===== src/shared/wcu_map.vh =====
// word compare unit: opcode encodings, widths and reset values
// assumes the includer works on 16-bit two's-complement words
//
// Function
// - result is high only when the selected comparison succeeds; it gates rung continuity
// - same_value_test: true when A equals B, else false
// - differ_test: true when A differs from B, false when identical
// - below_test: true when A strictly below B, else false
// - at_most_test: true when A not above B, else false
// - above_test: true when A strictly above B, else false
// - at_least_test: true when A not below B, else false
// - relational tests treat operands as signed two's-complement values
// - word-address operands may be direct or indexed
// - masked_match_test: true when all unmasked 16 bits match the reference
// - mask bit one includes the position, zero excludes it
// - range_window_test, low not above high: true inclusively between bounds
// - range_window_test, low above high: false strictly between, true at bounds or outside
`ifndef WCU_MAP_VH
`define WCU_MAP_VH

`define WCU_WORD_W 16
`define WCU_OP_W 3

`define WCU_OP_SAME_VALUE 3'h0
`define WCU_OP_DIFFER 3'h1
`define WCU_OP_BELOW 3'h2
`define WCU_OP_AT_MOST 3'h3
`define WCU_OP_ABOVE 3'h4
`define WCU_OP_AT_LEAST 3'h5
`define WCU_OP_MASKED_MATCH 3'h6
`define WCU_OP_RANGE_WINDOW 3'h7

`define WCU_RESULT_RST 1'h0
`define WCU_VALID_RST 1'h0

`endif


===== src/verilog/wcu_word_compare.v =====
// wcu_word_compare: comparison datapath for rung evaluation
// assumes operands already fetched from the data table (direct or indexed,
// constant or address resolved upstream) and steady while operand_valid is high
`timescale 1ns/1ns
`include "wcu_map.vh"

module wcu_word_compare (
    input wire sys_clk,
    input wire reset,
    input wire operand_valid,
    input wire [`WCU_OP_W-1:0] opcode,
    input wire [`WCU_WORD_W-1:0] operand_a,
    input wire [`WCU_WORD_W-1:0] operand_b,
    input wire [`WCU_WORD_W-1:0] mask_word,
    input wire [`WCU_WORD_W-1:0] low_bound,
    input wire [`WCU_WORD_W-1:0] high_bound,
    output reg result,
    output reg result_valid
);
    // operand sourcing (address kind, constant placement) is resolved by the
    // fetch stage; this datapath sees plain words only

    // a against b
    wire a_eq_b;
    wire a_lt_b;

    // bounds against the test value, and the bounds against each other
    wire lo_eq_t;
    wire lo_lt_t;
    wire t_eq_hi;
    wire t_lt_hi;
    wire hi_lt_lo;
    wire hi_eq_lo;

    // one outcome per relational opcode
    wire rel_same;
    wire rel_differ;
    wire rel_below;
    wire rel_at_most;
    wire rel_above;
    wire rel_at_least;

    // masked match, one flag per word position
    wire [`WCU_WORD_W-1:0] bit_match;
    wire masked_equal;

    // range window
    wire low_le_test;
    wire test_le_high;
    wire inside_window;
    wire outside_window;
    reg window_result;

    // staged result
    reg next_result;

    genvar bit_idx;

    wcu_signed_order u_ab (
        .left_word(operand_a),
        .right_word(operand_b),
        .is_equal(a_eq_b),
        .is_below(a_lt_b)
    );

    // range test value rides on operand_a
    wcu_signed_order u_lo_t (
        .left_word(low_bound),
        .right_word(operand_a),
        .is_equal(lo_eq_t),
        .is_below(lo_lt_t)
    );

    wcu_signed_order u_t_hi (
        .left_word(operand_a),
        .right_word(high_bound),
        .is_equal(t_eq_hi),
        .is_below(t_lt_hi)
    );

    // order of the bounds picks the window kind
    wcu_signed_order u_hi_lo (
        .left_word(high_bound),
        .right_word(low_bound),
        .is_equal(hi_eq_lo),
        .is_below(hi_lt_lo)
    );

    // all six relational tests share the one a/b comparator
    assign rel_same = a_eq_b;
    assign rel_differ = ~a_eq_b;
    assign rel_below = a_lt_b;
    assign rel_at_most = a_lt_b | a_eq_b;
    assign rel_above = ~(a_lt_b | a_eq_b);
    assign rel_at_least = ~a_lt_b;

    generate
        for (bit_idx = 0; bit_idx < `WCU_WORD_W; bit_idx = bit_idx + 1) begin : g_mask_bit
            wire bit_same;
            assign bit_same = ~(operand_a[bit_idx] ^ operand_b[bit_idx]);
            // mask one keeps the position, zero drops it
            assign bit_match[bit_idx] = bit_same | ~mask_word[bit_idx];
        end
    endgenerate

    // a single kept mismatch makes the whole test false
    assign masked_equal = &bit_match;

    assign low_le_test = lo_lt_t | lo_eq_t;
    assign test_le_high = t_lt_hi | t_eq_hi;
    assign inside_window = low_le_test & test_le_high;
    assign outside_window = test_le_high | low_le_test;

    always @* begin
        window_result = 1'h0;
        if (hi_lt_lo) begin
            // inverted window: true at either bound and beyond them
            window_result = outside_window;
        end else if (hi_eq_lo) begin
            // equal bounds: a plain window one value wide
            window_result = lo_eq_t;
        end else begin
            window_result = inside_window;
        end
    end

    always @* begin
        next_result = 1'h0;
        case (opcode)
            `WCU_OP_SAME_VALUE: begin
                next_result = rel_same;
            end
            `WCU_OP_DIFFER: begin
                next_result = rel_differ;
            end
            `WCU_OP_BELOW: begin
                next_result = rel_below;
            end
            `WCU_OP_AT_MOST: begin
                next_result = rel_at_most;
            end
            `WCU_OP_ABOVE: begin
                next_result = rel_above;
            end
            `WCU_OP_AT_LEAST: begin
                next_result = rel_at_least;
            end
            `WCU_OP_MASKED_MATCH: begin
                next_result = masked_equal;
            end
            `WCU_OP_RANGE_WINDOW: begin
                next_result = window_result;
            end
            default: begin
                next_result = 1'h0;
            end
        endcase
    end

    always @(posedge sys_clk) begin
        if (reset) begin
            result_valid <= `WCU_VALID_RST;
        end else begin
            result_valid <= operand_valid;
        end
    end

    always @(posedge sys_clk) begin
        if (reset) begin
            result <= `WCU_RESULT_RST;
        end else begin
            // held low between evaluations so a stale true never continues a rung
            result <= operand_valid & next_result;
        end
    end
endmodule // wcu_word_compare


===== src/verilog/wcu_signed_order.v =====
// wcu_signed_order: signed ordering of two 16-bit words
// purely combinational; caller registers the outputs
`timescale 1ns/1ns
`include "wcu_map.vh"

module wcu_signed_order (
    input wire [`WCU_WORD_W-1:0] left_word,
    input wire [`WCU_WORD_W-1:0] right_word,
    output wire is_equal,
    output wire is_below
);
    // signed view so negative words order below zero
    assign is_equal = (left_word == right_word);
    assign is_below = ($signed(left_word) < $signed(right_word));
endmodule // wcu_signed_order


===== config.mk =====
export PLATFORM = sky130hd
export DESIGN_NAME = wcu_word_compare
export DESIGN_NICKNAME = d
export VERILOG_FILES = /design/src/verilog/wcu_word_compare.v /design/src/verilog/wcu_signed_order.v
export VERILOG_INCLUDE_DIRS = /design/src /design/src/shared
export SDC_FILE = /design/constraint.sdc
export NUM_CORES = 1
export LEC_CHECK = 0
export BUFFER_PORTS_ARGS = -buffer_cell sky130_fd_sc_hd__buf_4
export CAP_MARGIN = 20
export CORE_UTILIZATION = 45
export CTS_CLUSTER_SIZE = 10
export DETAILED_ROUTE_END_ITERATION = 12
export PLACE_DENSITY = 0.85
export SYNTH_ARGS = -nofsm -noshare
export SYNTH_HDL_FRONTEND = slang
export SYNTH_SLANG_ARGS = --single-unit

===== constraint.sdc =====
create_clock -name sys_clk -period 2.2 [get_ports sys_clk]
set_input_delay 0.33 -clock sys_clk [delete_from_list [all_inputs] [get_ports sys_clk]]
set_output_delay 0.33 -clock sys_clk [all_outputs]
set_load 0.02 [all_outputs]

# Word level (Yosys, flattened, before mapping)
# Index checks and enable logic that the tools add are counted.
# word_totals
reg_bits	2
# classes
mux	3
n_bitwise	73
n_lt_le_gt_ge	4
n_eq_ne	11
reduce_logical	2
# ops
operator	count
== test 16 bit	4
< comparator 16 bit	4
inverter 1 bit	35
bitwise OR 1 bit	20
AND reduction 16 bit	1
XOR 1 bit	16
== test 3 bit (second input constant)	4
one-hot mux 1 bit (8 select lines)	1
== test 3 x 2 -> 1 bit (second input constant)	2
== test 3 x 1 -> 1 bit (second input constant)	1
logical NOT 3 bit	1
AND 1 bit	2
two-way mux 1 bit	2

# Depth between registers and ports, before layout
# logic_depth
ltp_word	7
ltp_mapped	10

# Modules after synthesis
# From an unflattened synthesis, not the netlist that was laid out.
# unflattened
hier_cells	285
area_unflattened_um2	2067.0
# modules_own_cells
mod	seq_area_each_um2	instances	cells_per_inst	area_each_um2
wcu_signed_order	0.0	4	60	420.4
wcu_word_compare	40.0	1	45	385.4

# Worst setup path after synthesis
# OpenSTA, ideal clock, no wires.
# synth_path
path_kind	input -> register
from	in low_bound[13]
to	reg result
slack_ns	0.184
setup_time_ns	0.117
arrival_ns	1.899
path_stages	10
cell_sequence	inv_1 > ha_1 > a21o_1 > a31oi_1 > o31ai_1 > nor3_1 > mux2i_1 > o311ai_1 > a211oi_2 > o2bb2ai_1
# synth_via
elab_chain_len	7
elab_cells_between_ends	11
cone_classes	2 x order compare; 2 x eq/ne; 3 x mux; 4 x bitwise
# synth_rtl
element	line	source
from (decl)	wcu_word_compare.v:15	input wire [`WCU_WORD_W-1:0] low_bound,
< comparator 16 bit or == test 16 bit (tied branches)	wcu_signed_order.v:14, wcu_signed_order.v:13	
bitwise OR 1 bit	wcu_word_compare.v:109	assign low_le_test = lo_lt_t | lo_eq_t;
AND 1 bit	wcu_word_compare.v:111	assign inside_window = low_le_test & test_le_high;
two-way mux 1 bit	wcu_word_compare.v:119	end else if (hi_eq_lo) begin
two-way mux 1 bit *	wcu_word_compare.v:116	if (hi_lt_lo) begin
one-hot mux 1 bit (8 select lines) *	wcu_word_compare.v:129	case (opcode)
AND 1 bit *	wcu_word_compare.v:173	result <= operand_valid & next_result;
to (signal assigned)	wcu_word_compare.v:170	result <= `WCU_RESULT_RST;
to (signal assigned)	wcu_word_compare.v:173	
to (decl)	wcu_word_compare.v:17	output reg result,
# Mark *: on every way between the ends. The rest lies on a longest branch, timed or not.
# A chain may end at the register's enable or synchronous reset.

# Worst setup path in the final report
# layout_path
from	in low_bound[15]
to	reg result
# Same word-level chain as after synthesis.

==> qor.txt <==
Crit path arrival time = 2280 ps
mapped cell area = 1980 um2
worst hold path type = input port to register
Synth top area share = 40.4%
Ports = 88
clock share of power = 20.5%
Post-synth ARST share = 0%
crit path from = low_bound[15]
n_diodes = 0
Max Cap Viol = 0
CP endpoint kind = register
GRT overflow = 0
starting density of the core = 48.2%
core box area = 4120 um2
max-slew violation count = 0
Pint = 430 uW
via-per-instance ratio = 5.41
end of the critical path = result
Reg clk slew, reported paths = 30 ps
Synth area leader = ha_1
Core Rows = 23
nets = 522
Die Wd = 68.4 um
Netlist cell types = 45
first-pass GRT wire length = 9060 um
most used routing layer in global routing = met2
Final min period = 2140 ps
post-synthesis sequential area ratio = 2.02%
die height = 68.4 um
Mean Syn Cell Area = 7.32 um2
via count = 2272
met3 Usage GRT = 2.50%
Synth area leaders = ha_1, inv_1, nand4_1
Tcrit/Tclk final = 97.1%
Hold Crit Start = reset
remaining antenna violation count = 0
TritonCTS clock tree = done
Critical Path Slowest Stage Cell = nor4_1
top_reg_cell synth = dfxtp_1
vias in the first global route = 2268
Total Routing Usage GR = 25.3%
Hold Path Depth = 2
Gate Count Post-Synth = 271
Pleak = 0.00174 uW
Yosys reg bits = 2
Switching Share = 39.8%
die area = 4680 um2
Comb pwr share = 73.9%
cts bufs inserted = 3
Clock Sinks = 2
Filler cells = 343
routing usage on met2 = 46.6%
worst-path cell chain = buf_4 -> inv_1 -> ha_1 -> nand4_1 -> buf_4 -> nor4_1 -> nand4_1 -> o311ai_2 -> a211oi_2 -> o2bb2ai_1
P per Cell Area = 253 nW/um2
largest net degree at the start of global routing = 6
Placed Cells = 416
proportion of layout cells with a drive suffix above 1 = 30.5%
sequential share of power = 5.5%
initial antenna violation count = 0
Area after DPL = 2760 um2
Worst setup SP type = input port
Synth warnings = 0
grt met1 use = 29.9%
Max Freq = 468 MHz
area grow syn2layout = 42.2%
DR iter-0 viols = 94
Crit path largest cell delay = 500 ps
routed wire length = 5670 um
status = complete, no violations
commonest non-fill, non-tap cell in the layout = buf_4
Crit Path Class = input port to register
most frequent cells in the layout = buf_4, inv_1, ha_1, a21oi_1, nand4_1
maximum vdd drop = 483 uV
Final HPWL DP = 5170 um
fin area = 2820 um2
total power = 714 uW
DR pass1 iterations = 4
worst-margin pin slew = 534 ps
Slew headroom = 64.1%
Critical Path RT = 2350 ps
Critical Path Fanout Max = 3
Sw Pwr = 284 uW
# DRC = 0
Max Root-Sink Buffers = 2
RePlAce Congestion = 0.896
H-tree depth = 1
root buf cell = clkbuf_8
routed len/inst = 13.5 um
count of input and output buffers = 87
Net Count, Synth = 421
Setup-failing EPs final = 0
number of synthesized flops with an enable pin = 0
final hold vios = 0
fin cells = 420
## registers in the layout (all words and copies together) (netlist names)
| name | flops |
|---|---|
| result_valid | 1 |
| result | 1 |
## cell families after synthesis
| logic type | synth area share (%) |
|---|---|
| muxes | 1.51 |
| AOI/OAI and AO/OA | 22.8 |
| adders and majority gates | 40.4 |
| and+or+nand+nor | 17.4 |
| xor gates and xnor gates | 0.441 |
| buffers and inverters | 15.5 |
| DFF | 2.02 |
## metal layers
layer | wire, um | share of wire (%)
met3 | 343 | 6.0
met4 | 150 | 2.6
met5 | 0 | 0
met2 | 2860 | 50
met1 | 2320 | 41
## timing repair
item | 4_1_cts | 5_1_grt
endpoints found under the hold margin | 0 | 0
endpoints found under the setup margin | 0 | 1
buffers inserted | 0 | 1
hold buffers | 0 | 0
resized for setup | 0 | 2
## power by group through the flow
stage | Combinational (uW) | Sequential [uW] | Clock, uW
6_report | 527 | 39.5 | 147
5_1_grt | 589 | 39.6 | 151
4_1_cts | 517 | 39.5 | 149
2_1_floorplan | 277 | 42.5 | 0
3_3_place_gp | 492 | 39.9 | 0
3_5_place_dp | 514 | 39.9 | 0
## how the worst min path moves through the flow
stage / end / slack (ps)
floorplan: result_valid / 420
global placement: result_valid / 520
detailed placement: result_valid / 520
CTS: result_valid / 300
global route: result_valid / 310
finish: result_valid / 310
## metrics by stage
stage	hold slack [ps]	setup TNS, ps	setup slack [ps]	util [%]
floorplan	425	0	184	-
global placement	518	-74.6	-74.6	67.1
detailed placement	524	-157	-157	67.1
CTS	305	0	56.1	68.1
global route	308	-38.1	-38.1	68.6
finish	310	0	63.9	68.6
## synthesized netlist by cell type (2+ instances only)
cell type / count
nand4_1: 14
dfxtp_1: 2
mux2i_1: 3
nor2b_1: 5
o21ai_0: 4
nand3_1: 3
o41ai_2: 2
ha_1: 64
nand4_2: 2
a21o_1: 10
a21oi_1: 16
a221oi_1: 3
inv_1: 82
nor2_1: 10
a31oi_1: 2
nand2_1: 10
a211oi_2: 2
o22ai_1: 4
nor3_1: 3
o21ai_1: 3
o21a_1: 3
## worst max-delay path, delay by kind of cell
family	cells	cell delay, ps
AOI/OAI and AO/OA	3	370
adders and majority gates	1	330
buffers and inverters	3	330
and+or+nand+nor	3	910
## layout make-up
type / instances / area [um2] / share of cell area [%]
clock buffers: 3 / 41.3 / 1.46
inverters: 82 / 308 / 10.9
multi-input cells: 187 / 1650 / 58.5
flip-flops and latches: 2 / 40.0 / 1.42
well taps: 50 / 62.6 / 2.22
repair buffers: 96 / 721 / 25.5
(Power assumes the default switching activity.)
